File: config.mk
export PLATFORM = sky130hd
export DESIGN_NAME = bsac_slice
export DESIGN_NICKNAME = d
export VERILOG_FILES = /design/src/pkg/bsac_pkg.sv /design/src/pkg/bsac_ram_if.sv /design/src/design/bsac_ram.sv /design/src/design/bsac_alu.sv /design/src/design/bsac_slice.sv
export VERILOG_INCLUDE_DIRS = /design/src /design/src/pkg
export SDC_FILE = /design/constraint.sdc
export NUM_CORES = 1
export LEC_CHECK = 0
export BUFFER_PORTS_ARGS = -buffer_cell sky130_fd_sc_hd__buf_2
export CORE_ASPECT_RATIO = 1.4
export CORE_UTILIZATION = 59
export CTS_CLUSTER_SIZE = 12
export DETAILED_ROUTE_END_ITERATION = 16
export MAX_ROUTING_LAYER = met4
export PLACE_DENSITY = 0.88
export SYNTH_ARGS = -nofsm -noshare
export SYNTH_HDL_FRONTEND = slang
export SYNTH_SLANG_ARGS = --single-unit
File: constraint.sdc
create_clock -name clk_sys -period 7.4 [get_ports clk_sys]
set_clock_uncertainty 0.1 [all_clocks]
set_input_delay 1.11 -clock clk_sys [delete_from_list [all_inputs] [get_ports clk_sys]]
set_output_delay 1.11 -clock clk_sys [all_outputs]
set_load 0.005 [all_outputs]
File: src/pkg/bsac_cfg.svh
// Constants for the cascaded ALU slice: widths, fields, reset values
`ifndef BSAC_CFG_SVH
`define BSAC_CFG_SVH

// Slice data width and register file depth
`define BSAC_SLICE_W     4
`define BSAC_RAM_DEPTH   16
// Instruction word width and field positions
`define BSAC_INSTR_W     9
`define BSAC_SRC_BIT     0
`define BSAC_FN_LO       1
`define BSAC_FN_HI       4
`define BSAC_DST_LO      5
`define BSAC_DST_HI      8
// Low instruction field value that selects special-function mode
`define BSAC_SPECIAL_CODE 5'h00
// Reset values of the clocked state
`define BSAC_Q_RST       4'h0
`define BSAC_SIGN_RST    1'h0
`define BSAC_RAM_RST     4'h0

`endif

File: src/pkg/bsac_pkg.sv
// Types for the cascaded ALU slice
package bsac_pkg;
	// ALU function codes
	typedef enum logic [3:0] {
		BSAC_FN_ZERO  = 4'h0, BSAC_FN_SMR   = 4'h1,
		BSAC_FN_RMS   = 4'h2, BSAC_FN_ADD   = 4'h3,
		BSAC_FN_S     = 4'h4, BSAC_FN_NS    = 4'h5,
		BSAC_FN_R     = 4'h6, BSAC_FN_NR    = 4'h7,
		BSAC_FN_CLR   = 4'h8, BSAC_FN_NRAS  = 4'h9,
		BSAC_FN_XNOR  = 4'ha, BSAC_FN_XOR   = 4'hb,
		BSAC_FN_AND   = 4'hc, BSAC_FN_NOR   = 4'hd,
		BSAC_FN_NAND  = 4'he, BSAC_FN_OR    = 4'hf
	} bsac_fn_e;
	// Destination and shift codes in normal mode
	typedef enum logic [3:0] {
		BSAC_DST_RAM_DN  = 4'h0, BSAC_DST_RAMQ_DN = 4'h1,
		BSAC_DST_RAM_UP  = 4'h2, BSAC_DST_RAMQ_UP = 4'h3,
		BSAC_DST_RAM     = 4'h4, BSAC_DST_RAM_QF  = 4'h5,
		BSAC_DST_NONE    = 4'h6, BSAC_DST_QF      = 4'h7,
		BSAC_DST_Q_DN    = 4'h8, BSAC_DST_Q_UP    = 4'h9
	} bsac_dst_e;
	// Special-function codes
	typedef enum logic [3:0] {
		BSAC_SPC_NORM = 4'h0,
		BSAC_SPC_INC  = 4'h1
	} bsac_spc_e;
endpackage : bsac_pkg

File: src/pkg/bsac_ram_if.sv
// Register file access bundle between slice core and storage
`timescale 1ns/100ps
`include "bsac_cfg.svh"
interface bsac_ram_if;
	logic [3:0]               addr_a;  // Read port A address
	logic [3:0]               addr_b;  // Read port B address
	logic [`BSAC_SLICE_W-1:0] rd_a;    // Port A data
	logic [`BSAC_SLICE_W-1:0] rd_b;    // Port B data
	logic                     wr_en;   // Write this cycle
	logic [3:0]               wr_addr; // Write address
	logic [`BSAC_SLICE_W-1:0] wr_data; // Write data
	// Core side
	modport ctrl (output addr_a, addr_b, wr_en, wr_addr, wr_data,
		input rd_a, rd_b);
	// Storage side
	modport mem (input addr_a, addr_b, wr_en, wr_addr, wr_data,
		output rd_a, rd_b);
endinterface : bsac_ram_if

File: src/design/bsac_ram.sv
// Sixteen-word register file in flip-flops, two reads, one write
`timescale 1ns/100ps
`include "bsac_cfg.svh"
module bsac_ram #(
	parameter int DEPTH = `BSAC_RAM_DEPTH
) (
	// Clock and reset
	input wire logic clk_sys,
	input wire logic rst,
	// Access bundle
	bsac_ram_if.mem  ram
);
	logic [`BSAC_SLICE_W-1:0] mem_r [DEPTH]; // Storage words

	// Write closes the low phase of the cycle
	always_ff @(posedge clk_sys or posedge rst) begin
		if (rst) begin
			for (int i = 0; i < DEPTH; i++) begin
				mem_r[i] <= `BSAC_RAM_RST;
			end
		end else if (ram.wr_en) begin
			mem_r[ram.wr_addr] <= ram.wr_data;
		end
	end

	// Asynchronous reads
	assign ram.rd_a = mem_r[ram.addr_a];
	assign ram.rd_b = mem_r[ram.addr_b];
endmodule : bsac_ram

File: src/design/bsac_alu.sv
// Combinational slice ALU with carry generate, propagate, overflow
`timescale 1ns/100ps
`include "bsac_cfg.svh"
module bsac_alu #(
	parameter int W = `BSAC_SLICE_W
) (
	// Operands and function
	input  wire logic [W-1:0] r,
	input  wire logic [W-1:0] s,
	input  wire logic         cin,
	input  wire logic [3:0]   fn,
	// Results
	output logic      [W-1:0] f,
	output logic              cout,
	output logic              gen,
	output logic              prop,
	output logic              overflow_flag
);
	// Sum with carry out on top
	function automatic logic [W:0] add_c(input logic [W-1:0] a,
		input logic [W-1:0] b, input logic c);
		add_c = {1'b0, a} + {1'b0, b} + {{W{1'b0}}, c};
	endfunction : add_c

	logic [W-1:0] op_a;  // First adder operand
	logic [W-1:0] op_b;  // Second adder operand
	logic         arith; // Function uses the adder
	logic [W:0]   sum;   // Adder result

	// Operand steering and logic functions
	always_comb begin
		op_a  = r;
		op_b  = s;
		arith = 1'b1;
		f     = '0;
		unique case (bsac_pkg::bsac_fn_e'(fn))
			bsac_pkg::BSAC_FN_ZERO: op_a = '0;
			bsac_pkg::BSAC_FN_SMR:  op_a = ~r;
			bsac_pkg::BSAC_FN_RMS:  op_b = ~s;
			bsac_pkg::BSAC_FN_ADD:  op_a = r;
			bsac_pkg::BSAC_FN_S:    op_a = '0;
			bsac_pkg::BSAC_FN_NS:   begin op_a = '0; op_b = ~s; end
			bsac_pkg::BSAC_FN_R:    op_b = '0;
			bsac_pkg::BSAC_FN_NR:   begin op_a = ~r; op_b = '0; end
			default:                arith = 1'b0;
		endcase
		sum = add_c(op_a, op_b, cin);
		// Logic codes overwrite the sum
		unique case (bsac_pkg::bsac_fn_e'(fn))
			bsac_pkg::BSAC_FN_CLR:  f = '0;
			bsac_pkg::BSAC_FN_NRAS: f = ~r & s;
			bsac_pkg::BSAC_FN_XNOR: f = ~(r ^ s);
			bsac_pkg::BSAC_FN_XOR:  f = r ^ s;
			bsac_pkg::BSAC_FN_AND:  f = r & s;
			bsac_pkg::BSAC_FN_NOR:  f = ~(r | s);
			bsac_pkg::BSAC_FN_NAND: f = ~(r & s);
			bsac_pkg::BSAC_FN_OR:   f = r | s;
			default:                f = sum[W-1:0];
		endcase
	end

	// Lookahead terms across the slice
	always_comb begin
		gen  = 1'b0;
		prop = 1'b1;
		for (int i = 0; i < W; i++) begin
			gen  = (op_a[i] & op_b[i]) | (gen & (op_a[i] | op_b[i]));
			prop = prop & (op_a[i] | op_b[i]);
		end
		gen  = gen & arith;
		prop = prop & arith;
	end

	assign cout = arith & sum[W];
	// Signed overflow from the top bit
	assign overflow_flag  = arith & (op_a[W-1] == op_b[W-1]) &
		(sum[W-1] != op_a[W-1]);
endmodule : bsac_alu

File: src/design/bsac_slice.sv
// Four-bit ALU slice: cascade pins, position straps, Q and RAM control
//
// Notes on behaviour
// - Low output enable drives shifter result out.
// - Q and sign flop move on rising edge.
// - RAM writes on the rising edge that ends the low phase, when strobed.
// - Upper shift pins chain to next slice's lower.
// - Low select tied low: write pin drives strobe.
// - Intermediate slice: both strap pins high.
// - Top slice: select high, write pin low.
// - Open-collector zero line shared by all slices.
// - Top slice gives sign, overflow; others generate, propagate.
// - Gate high suppresses Q and sign flop updates, not RAM writes.
// - Gate controls RAM only via own write output.
// - Slices chain to any width in 4-bit steps.
// - Zero low instruction field selects special mode.
`timescale 1ns/100ps
`include "bsac_cfg.svh"
module bsac_slice #(
	parameter int W     = `BSAC_SLICE_W,
	parameter int DEPTH = `BSAC_RAM_DEPTH
) (
	// Clock and reset
	input  wire logic                     clk_sys,
	input  wire logic                     rst,
	// Microinstruction from the pipeline register
	input  wire logic [`BSAC_INSTR_W-1:0] instr,
	input  wire logic [3:0]               a_addr,
	input  wire logic [3:0]               b_addr,
	input  wire logic [W-1:0]             d_in,
	input  wire logic                     instruction_gate_low,
	input  wire logic                     write_en_low,
	input  wire logic                     result_oe_low,
	// Result lines
	output logic      [W-1:0]             y_out,
	output logic                          y_oe,
	// Position straps
	input  wire logic                     low_slice_select,
	input  wire logic                     write_or_top_slice_in,
	output logic                          write_or_top_slice_out,
	output logic                          write_or_top_slice_oe,
	// ALU shift pins
	input  wire logic                     alu_shift_low_in,
	output logic                          alu_shift_low_out,
	output logic                          alu_shift_low_oe,
	input  wire logic                     alu_shift_high_in,
	output logic                          alu_shift_high_out,
	output logic                          alu_shift_high_oe,
	// Q register shift pins
	input  wire logic                     qreg_shift_low_in,
	output logic                          qreg_shift_low_out,
	output logic                          qreg_shift_low_oe,
	input  wire logic                     qreg_shift_high_in,
	output logic                          qreg_shift_high_out,
	output logic                          qreg_shift_high_oe,
	// Carry chain and flag pins
	input  wire logic                     carry_in,
	output logic                          carry_out,
	output logic                          gen_or_sign,
	output logic                          prop_or_ovr,
	// Shared open-collector zero line
	input  wire logic                     zero_in,
	output logic                          zero_out,
	output logic                          zero_oe,
	// Status
	output logic                          word_zero,
	output logic                          sign_compare,
	output logic      [W-1:0]             q_value
);
	// Decoded instruction
	logic                  special;   // Special-function mode
	logic                  src_dq;    // Operands from D and Q
	logic [3:0]            fn_code;   // ALU function field
	logic [3:0]            dst_code;  // Destination field
	logic                  is_top;    // Strapped as top slice
	logic                  gate_on;   // Instruction enabled
	// Datapath
	logic [W-1:0]          q_r;       // Q register
	logic [W-1:0]          q_nxt;     // Q next value
	logic                  q_load;    // Q takes q_nxt
	logic                  sign_r;    // Sign compare flop
	logic [W-1:0]          alu_r;     // ALU R operand
	logic [W-1:0]          alu_s;     // ALU S operand
	logic [3:0]            alu_fn;    // Function to the ALU
	logic [W-1:0]          f;         // ALU result
	logic                  gen;       // Carry generate
	logic                  prop;      // Carry propagate
	logic                  overflow_flag;       // Signed overflow
	logic [W-1:0]          shift_f;   // Shifter output
	logic [W-1:0]          zero_src;  // Word tested for zero
	// Shift and write decode
	logic                  ram_dest;  // Destination writes RAM
	logic                  ram_up;    // RAM path shifts up
	logic                  ram_dn;    // RAM path shifts down
	logic                  q_up;      // Q shifts up
	logic                  q_dn;      // Q shifts down
	logic                  q_f;       // Q loads F

	bsac_ram_if ram_bus ();

	// Field split
	assign special  = instr[`BSAC_FN_HI:`BSAC_SRC_BIT] ==
		`BSAC_SPECIAL_CODE;
	assign src_dq   = instr[`BSAC_SRC_BIT];
	assign fn_code  = instr[`BSAC_FN_HI:`BSAC_FN_LO];
	assign dst_code = instr[`BSAC_DST_HI:`BSAC_DST_LO];
	assign gate_on  = ~instruction_gate_low;

	// Position from straps: top slice has select high, write pin low
	assign is_top = low_slice_select & ~write_or_top_slice_in;

	// Destination decode, normal and special
	always_comb begin
		ram_dest = 1'b0;
		ram_up   = 1'b0;
		ram_dn   = 1'b0;
		q_up     = 1'b0;
		q_dn     = 1'b0;
		q_f      = 1'b0;
		if (special) begin
			// Upper field code 0 adds Q shift up; RAM always written from B
			ram_dest = 1'b1;
			q_up = dst_code == bsac_pkg::BSAC_SPC_NORM;
		end else begin
			unique case (bsac_pkg::bsac_dst_e'(dst_code))
				bsac_pkg::BSAC_DST_RAM_DN: begin
					ram_dest = 1'b1;
					ram_dn   = 1'b1;
				end
				bsac_pkg::BSAC_DST_RAMQ_DN: begin
					ram_dest = 1'b1;
					ram_dn   = 1'b1;
					q_dn     = 1'b1;
				end
				bsac_pkg::BSAC_DST_RAM_UP: begin
					ram_dest = 1'b1;
					ram_up   = 1'b1;
				end
				bsac_pkg::BSAC_DST_RAMQ_UP: begin
					ram_dest = 1'b1;
					ram_up   = 1'b1;
					q_up     = 1'b1;
				end
				bsac_pkg::BSAC_DST_RAM:    ram_dest = 1'b1;
				bsac_pkg::BSAC_DST_RAM_QF: begin
					ram_dest = 1'b1;
					q_f      = 1'b1;
				end
				bsac_pkg::BSAC_DST_NONE:   ram_dest = 1'b0;
				bsac_pkg::BSAC_DST_QF:     q_f = 1'b1;
				bsac_pkg::BSAC_DST_Q_DN:   q_dn = 1'b1;
				bsac_pkg::BSAC_DST_Q_UP:   q_up = 1'b1;
				// Unused codes write RAM unshifted
				default:                   ram_dest = 1'b1;
			endcase
		end
	end

	// Operand selection; special mode adds carry to B
	always_comb begin
		if (special) begin
			alu_r  = '0;
			alu_s  = ram_bus.rd_b;
			alu_fn = bsac_pkg::BSAC_FN_S;
		end else begin
			alu_r  = src_dq ? d_in : ram_bus.rd_a;
			alu_s  = src_dq ? q_r  : ram_bus.rd_b;
			alu_fn = fn_code;
		end
	end

	bsac_alu #(
		.W    (W)
	) u_alu (
		.r    (alu_r),
		.s    (alu_s),
		.cin  (carry_in),
		.fn   (alu_fn),
		.f    (f),
		.cout (carry_out),
		.gen  (gen),
		.prop (prop),
		.overflow_flag  (overflow_flag)
	);

	// Shifter: bits cross to neighbour slices through the pins
	always_comb begin
		if (ram_up) begin
			shift_f = {f[W-2:0], alu_shift_low_in};
		end else if (ram_dn) begin
			shift_f = {alu_shift_high_in, f[W-1:1]};
		end else begin
			shift_f = f;
		end
	end

	// ALU shift pins drive only toward the neighbour receiving the bit
	assign alu_shift_high_oe  = ram_up;
	assign alu_shift_high_out = f[W-1];
	assign alu_shift_low_oe   = ram_dn;
	assign alu_shift_low_out  = f[0];

	// Q shift pins, same direction scheme
	assign qreg_shift_high_oe  = q_up;
	assign qreg_shift_high_out = q_r[W-1];
	assign qreg_shift_low_oe   = q_dn;
	assign qreg_shift_low_out  = q_r[0];

	// Q next value
	always_comb begin
		if (q_up) begin
			q_nxt = {q_r[W-2:0], qreg_shift_low_in};
		end else if (q_dn) begin
			q_nxt = {qreg_shift_high_in, q_r[W-1:1]};
		end else begin
			q_nxt = f;
		end
	end
	assign q_load = gate_on & (q_up | q_dn | q_f);

	// Q register on the rising edge, held while the gate is high
	always_ff @(posedge clk_sys or posedge rst) begin
		if (rst) begin
			q_r <= `BSAC_Q_RST;
		end else if (q_load) begin
			q_r <= q_nxt;
		end
	end

	// Sign compare flop: operand sign against result sign
	always_ff @(posedge clk_sys or posedge rst) begin
		if (rst) begin
			sign_r <= `BSAC_SIGN_RST;
		end else if (gate_on) begin
			sign_r <= alu_r[W-1] ^ f[W-1];
		end
	end

	// Register file: write only on the strobe input, gate acts via
	// the write output when the strobe is wired from it
	assign ram_bus.addr_a  = a_addr;
	assign ram_bus.addr_b  = b_addr;
	assign ram_bus.wr_addr = b_addr;
	assign ram_bus.wr_data = shift_f;
	assign ram_bus.wr_en   = ~write_en_low;

	bsac_ram #(
		.DEPTH   (DEPTH)
	) u_ram (
		.clk_sys (clk_sys),
		.rst     (rst),
		.ram     (ram_bus.mem)
	);

	// Low slice drives the shared write strobe; others only listen
	assign write_or_top_slice_oe  = ~low_slice_select;
	assign write_or_top_slice_out = ~(gate_on & ram_dest);

	// Result lines
	assign y_oe  = ~result_oe_low;
	assign y_out = shift_f;

	// Zero line: pull low while the tested word is non-zero
	assign zero_src  = (special && q_up) ? q_r : f;
	assign zero_oe   = |zero_src;
	assign zero_out  = 1'b0;
	assign word_zero = zero_in;

	// Flag pins depend on slice position
	assign gen_or_sign = is_top ? f[W-1] : gen;
	assign prop_or_ovr = is_top ? overflow_flag : prop;

	assign sign_compare = sign_r;
	assign q_value      = q_r;
endmodule : bsac_slice

==> results of run 1 <==
==> placed cells by master, fill, tap and decap left out, drive strengths merged, types with 8 or more instances in the layout <==
| master | instances |
|---|---|
| a21oi | 8 |
| ha | 20 |
| buf | 62 |
| nor2 | 20 |
| o21ai | 35 |
| dfrtp | 69 |
| clkbuf | 10 |
| nand2 | 62 |
| inv | 33 |
| mux4 | 37 |
| mux2i | 30 |
| mux2 | 41 |
==> layer usage <==
layer / up-vias / routed length [µm]
li1: 1750 / -
met1: 1970 / 4670
met2: 286 / 6910
met3: 64 / 1030
met4: 0 / 702
met5: - / 0
==> worst min-delay path, stage by stage, from the launching register on <==
cell	delay, ps
dfrtp_1	350
nand2_1	50
o21ai_0	60
==> flip-flops by register name, indices dropped and copies added, names as in the netlist <==
signal        cells
u_ram.mem_r      64
q_value           4
sign_compare      1
==> per-stage QoR <==
stage | hold slack, ps | total power [W] | cell area [µm²]
2_1_floorplan | 358 | 0.00121 | 5000
3_3_place_gp | 364 | 0.00140 | 5290
3_5_place_dp | 380 | 0.00146 | 5290
4_1_cts | 396 | 0.00195 | 5620
5_1_grt | 440 | 0.00205 | 5620
6_report | 390 | 0.00196 | 5620
==> report_power, final <==
group	leakage, nW	total [W]	internal, W	switching (W)
registers	0.853	0.000699	0.000541	0.000158
clock network	0.159	0.000474	0.000306	0.000168
logic	1.63	0.000787	0.000410	0.000377
total	2.64	0.00196	0.00126	0.000703
==> kinds of logic (layout without fill, tap and decap cells) <==
| logic type | after synthesis | count (layout) |
|---|---|---|
| other | 1 | 1 |
| AND/OR/NAND/NOR | 123 | 123 |
| multiplexers | 108 | 108 |
| XOR/XNOR | 9 | 9 |
| buffers and inverters | 64 | 110 |
| adder cells (fa/ha/maj) | 22 | 22 |
| AO/OA/AOI/OAI | 69 | 69 |
| flip-flops | 69 | 69 |
==> layout make-up <==
cell class | instances | area [µm²]
clock buffers | 10 | 239
fillers | 569 | 2570
repair buffers | 62 | 325
well taps | 102 | 128
inverters | 32 | 120
flip-flops and latches | 69 | 1730
clock inverters | 6 | 93.8
multi-input cells | 332 | 2990
==> worst min path at each step <==
stage          cells past startpoint              to      startpoint  slack (ps)
5_1_grt                            2    sign_compare    sign_compare         440
3_5_place_dp                       2    sign_compare    sign_compare         380
4_1_cts                            2    sign_compare    sign_compare         400
2_1_floorplan                      2  u_ram.mem_r[5]  u_ram.mem_r[5]         360
3_3_place_gp                       2    sign_compare    sign_compare         360
6_report                           2    sign_compare    sign_compare         390
==> qor.txt, run 1 <==
Num CTS Buffers -> 9
Slowest-stage cell, CP -> mux4_1
Clock tree buffer depth -> 2
Final wirelength -> 13300 µm
Initial antenna violation count -> 0
Worst slack, placed -> 861 ps
Biggest area consumer among synthesized cells -> dfrtp_1
Crit path from -> a_addr[0]
Largest net degree at the start of global routing -> 70
Simple-gate share of the synthesized area -> 11.5%
Max-cap viol count -> 0
R2R cell count -> 15
Main combinational cell family by area after synthesis -> multiplexers
Peak supply drop -> 0.258 mV
Slowest stage delay, CP -> 660 ps
H-tree depth -> 3
Drt wl/cell -> 21.7 µm
Post-Syn Area per Cell -> 10.8 µm²
DIE HEIGHT -> 111 µm
Vias in the first global route -> 4054
Gpl congestion -> 0.964
RR Startpoint -> u_ram.mem_r[8]
Most instantiated cells after synthesis -> 69 x dfrtp_1, 62 x nand2_1, 41 x mux2_2, 34 x mux4_2, 31 x o21ai_0
Post_cts resized -> 0
Post-CTS setup buffers -> 0
CTS Hold Bufs -> 0
Die area -> 8860 µm²
Clk sinks -> 69
Cells after synthesis -> 465
Top_reg_cell synth -> dfrtp_1
Area share of fa/ha/maj cells after synthesis -> 5.80%
CP Capture Type -> output pin
Max Slew Vio Count -> 0
HPWL after DPL -> 9460 µm
Compound-Gate Fraction of Synth Area -> 8.63%
Mux cell area share after synthesis -> 32.2%
Starting Density -> 61.1%
Worst slew pin tran -> 873 ps
Fraction of layout instances using a drive strength above 1 -> 32.9%
Setup crit end -> y_out[1]
Distinct cells, synth -> 57
Reg2reg end -> u_ram.mem_r[2]
Hold Fails Final Rpt -> 0
Mapped cell area -> 5000 µm²
R2R Setup Slk -> 3100 ps
YS warnings -> 0
CTS Root Cell -> clkbuf_16
Fmax -> 0.152 GHz
Arrival @ worst endpoint -> 5360 ps
DRT antenna net count -> 0
TNS Setup -> 0 ps
Crit Path Max Fanout -> 18
Boundary Pins -> 60
GR Util met1 -> 38.3%
Levels on crit path -> 17
CTS tree -> done
Rows -> 39
Status -> finished clean
Final net count -> 562
CORE AREA -> 8200 µm²
Min Tclk post-route -> 6570 ps
Total grt overflow -> 0
Synth top area cells -> dfrtp_1 35%, mux4_2 15%, mux2_2 9.2%
Post-synth ARST share -> 100%
Residual DRC count -> 0
Vias -> 4070
Part of the cycle the worst path needs -> 88.8%
Clock latency on the worst-skew pair -> 330 ps
Chip Width -> 79.8 µm
ANT cells -> 0
RSZ-0062 raised after global routing -> false
Final setup margin -> 828 ps
Sequential area share after synthesis -> 34.5%
Top-area cell type share of the netlist area -> 34.5%
Pwr dens -> 349 nW/µm²
Xor-xnor portion of the synthesized cell area -> 1.58%
Hold Path Class -> reg2reg
Inst Count DP -> 597
Busiest grt layer -> met2
Final setup viols -> 0
Area growth from synthesis to layout -> 12.3%
Cell mode on critical path -> inv_1
All-layer global routing usage -> 33.0%
Crit Path Category -> in2out
Slew headroom -> 41.8%
DR iter-0 viols -> 338
EDFF count, synth -> 0
GR Util met3 -> 5.10%
Port bufs -> 56
Crit-path leading delay family -> multiplexers
WP data required -> 6190 ps
Critical Path, Cell by Cell -> buf_2 > mux4_1 > mux4_2 > mux2i_1 > mux2i_1 > inv_1 > fa_1 > inv_1 > fa_1 > xor2_1 > nor2_1 > a31oi_1 > o22a_1 > o21ai_1 > buf_4 > inv_1 > buf_2
WP buf/inv -> 6
Met2 GRT Util -> 53.7%
Most numerous cell in the Yosys netlist -> dfrtp_1
Synthesis-stage register bit count -> 69
First-pass GRT wire length -> 21200 µm
Final std cells w/o fill -> 613
Net count after synthesis -> 521
Clock slew at reported path FFs -> 60 ps
Final core occ -> 68.6%
Vias per inst -> 6.64
CP Launch Type -> input pin
DR pass1 iterations -> 5
LEAKAGE -> 2.64 nW
No activity file was read; power rests on OpenSTA's default activity.
==> run 2: changes to the inputs <==
CORE_UTILIZATION = 60   (was 59)
CTS_BUF_LIST = sky130_fd_sc_hd__clkbuf_4   (was unset)
PLACE_DENSITY = 0.89   (was 0.88)
==> run 2 against run 1 <==
Sequential share of layout area rose by 1.0 points. Cell area is 3.2% lower. First-iteration DRC count is 32% lower. Routed wire length fell by 7.6%. Setup slack got worse by 49 ps. Count of clock-buffer cells in the layout unchanged. Maximum frequency is 0.73% lower. Sequential cell count did not move. Register-to-register slack worse by 40 ps. Non-clock buffer count unchanged. Combinational power is 2.5% lower. Hold slack better by 28 ps. Largest power group unchanged.
==> qor.txt, run 2 (synthesized netlist as in run 1, its figures left out) <==
Fmax -> 0.151 GHz (-0.73%)
Chip Width -> 79.2 µm (-0.81%)
Final net count -> 562 (unchanged)
Final core occ -> 67.2% (-1.4 points)
Vias per inst -> 6.38 (-4.0%)
CP Launch Type -> input pin
Arrival @ worst endpoint -> 5410 ps (+50 ps)
Residual DRC count -> 0 (unchanged)
Most flop-heavy register -> u_ram.mem_r
Multi-input logic area -> 2990 µm² (unchanged)
TNS Setup -> 0 ps (unchanged)
Starting Density -> 61.8% (+0.74 points)
CP Capture Type -> output pin
Clock share of power -> 15.7% (-8.5 points)
Crit Path Category -> in2out
H-tree depth -> 3 (unchanged)
Worst slew pin tran -> 857 ps (-16.1 ps)
Final setup viols -> 0 (unchanged)
Slew headroom -> 42.9% (+1.1 points)
Final setup margin -> 779 ps (-48.7 ps)
Max-cap viol count -> 0 (unchanged)
Fraction of layout instances using a drive strength above 1 -> 32.5% (-0.33 points)
Sequential cell area -> 1730 µm² (unchanged)
CORE AREA -> 8100 µm² (-1.2%)
Total grt overflow -> 0 (unchanged)
R2R cell count -> 15 (unchanged)
All-layer global routing usage -> 31.2% (-1.8 points)
Hold_ws -> 418 ps (+28.0 ps)
Hold Path Class -> reg2reg
P_sw -> 0.000638 W (-9.2%)
Commonest cells after routing, fill and taps aside -> 69 x dfrtp_1, 62 x nand2_1, 56 x buf_2
Boundary Pins -> 60 (unchanged)
Max Slew Vio Count -> 0 (unchanged)
Clk sinks -> 69 (unchanged)
Part of the cycle the worst path needs -> 89.5% (+0.66 points)
Hold Fails Final Rpt -> 0 (unchanged)
HPWL after DPL -> 9430 µm (-0.32%)
Die area -> 8720 µm² (-1.6%)
WHS Path Cells -> 2 (unchanged)
Largest net degree at the start of global routing -> 70 (unchanged)
Min Tclk post-route -> 6620 ps (+48.7 ps)
ANT cells -> 0 (unchanged)
Pwr dens -> 316 nW/µm² (-9.2%)
Rows -> 39 (unchanged)
Crit Path Max Fanout -> 20 (+2)
Initial antenna violation count -> 0 (unchanged)
CTS Hold Bufs -> 0 (unchanged)
Gpl congestion -> 0.894 (-7.3%)
Clock tree buffer depth -> 2 (unchanged)
Worst slack, placed -> 795 ps (-65.7 ps)
Status -> finished clean
WP data required -> 6190 ps (about the same)
Area growth from synthesis to layout -> 8.73%
Internal power -> 0.00108 W (-14%)
Post_cts resized -> 0 (unchanged)
Post-CTS setup buffers -> 0 (unchanged)
CTS tree -> done
Final wirelength -> 12300 µm (-7.6%)
Vias in the first global route -> 3935 (-2.9%)
Share of power burned in registers -> 39.7% (+4.0 points)
Clock slew at reported path FFs -> 110 ps (+50 ps)
Fill count -> 612 (+7.6%)
Port bufs -> 56 (unchanged)
DR iter-0 viols -> 230 (-32%)
DR pass1 iterations -> 4 (-1)
Commonest non-fill, non-tap cell in the layout -> dfrtp_1
Clock latency on the worst-skew pair -> 440 ps (+110 ps)
RSZ-0062 raised after global routing -> false
Net Sw Frac -> 37.0% (+1.2 points)
Drt wl/cell -> 20.1 µm (-7.5%)
CTS Root Cell -> clkbuf_4
LEAKAGE -> 2.56 nW (-3.0%)
Num CTS Buffers -> 9 (unchanged)
Comb power frac -> 44.5% (+4.4 points)
DRT antenna net count -> 0 (unchanged)
Vias -> 3902 (-4.1%)
DIE HEIGHT -> 110 µm (-0.82%)
First-pass GRT wire length -> 19300 µm (-8.8%)
Largest register FFs -> 64 (unchanged)
Peak supply drop -> 0.226 mV (-13%)
R2R Setup Slk -> 3060 ps (-40 ps)
run 2: layer usage:
layer  part of all wire [%]  up-vias  global-route usage, %  wire length, µm
met2                     52      196                   52.0             6400
li1                       -     1751                      -                -
met1                     36     1891                   34.0             4440
met3                    6.0       64                   5.60              739
met5                      0        -                      -                0
met4                    6.0        0                   21.0              733
run 2: metrics by stage:
step | power [W] | area, µm² | cells
after floorplan | 0.00121 | 5000 | 465
after global placement | 0.00139 | 5290 | 597
after detailed placement | 0.00145 | 5290 | 597
after CTS | 0.00172 | 5440 | 612
after global routing | 0.00183 | 5440 | 612
final | 0.00172 | 5440 | 612
run 2: final timing paths:
kind | startpoint | endpoint
min in group asynchronous | rst | u_ram.mem_r[51]
hold / removal | sign_compare | sign_compare
setup / recovery | b_addr[0] | y_out[1]
setup reg to reg | u_ram.mem_r[4] | u_ram.mem_r[26]
hold reg to reg | sign_compare | sign_compare
max in group asynchronous | rst | u_ram.mem_r[30]
run 2: cell type report:
| class | instances | area share, % |
|---|---|---|
| Clock inverter | 5 | 1.40 |
| Clock buffer | 10 | 1.38 |
| Tap cell | 102 | 2.35 |
| Sequential cell | 69 | 31.7 |
| Timing Repair Buffer | 62 | 5.98 |
| Inverter | 32 | 2.21 |
| Multi-Input combinational cell | 332 | 55.0 |
run 2: power by group through the flow:
stage	combinational [W]	clock, W	sequential (W)
after floorplan	0.000587	0	0.000626
after global placement	0.000723	0	0.000664
after detailed placement	0.000764	0	0.000685
after CTS	0.000766	0.000275	0.000676
after global routing	0.000843	0.000288	0.000699
final	0.000767	0.000271	0.000684
run 2: critical path, stage by stage:
cell and delay (ps):
buf_2 480, mux4_2 590, mux4_2 480, mux2i_1 280, inv_1 140, a21boi_1 320
fa_1 270, inv_1 60, fa_1 400, xor2_1 140, nor2_1 50, a31oi_1 370
o22a_1 210, o21ai_1 70, buf_4 200, inv_1 100, buf_2 120
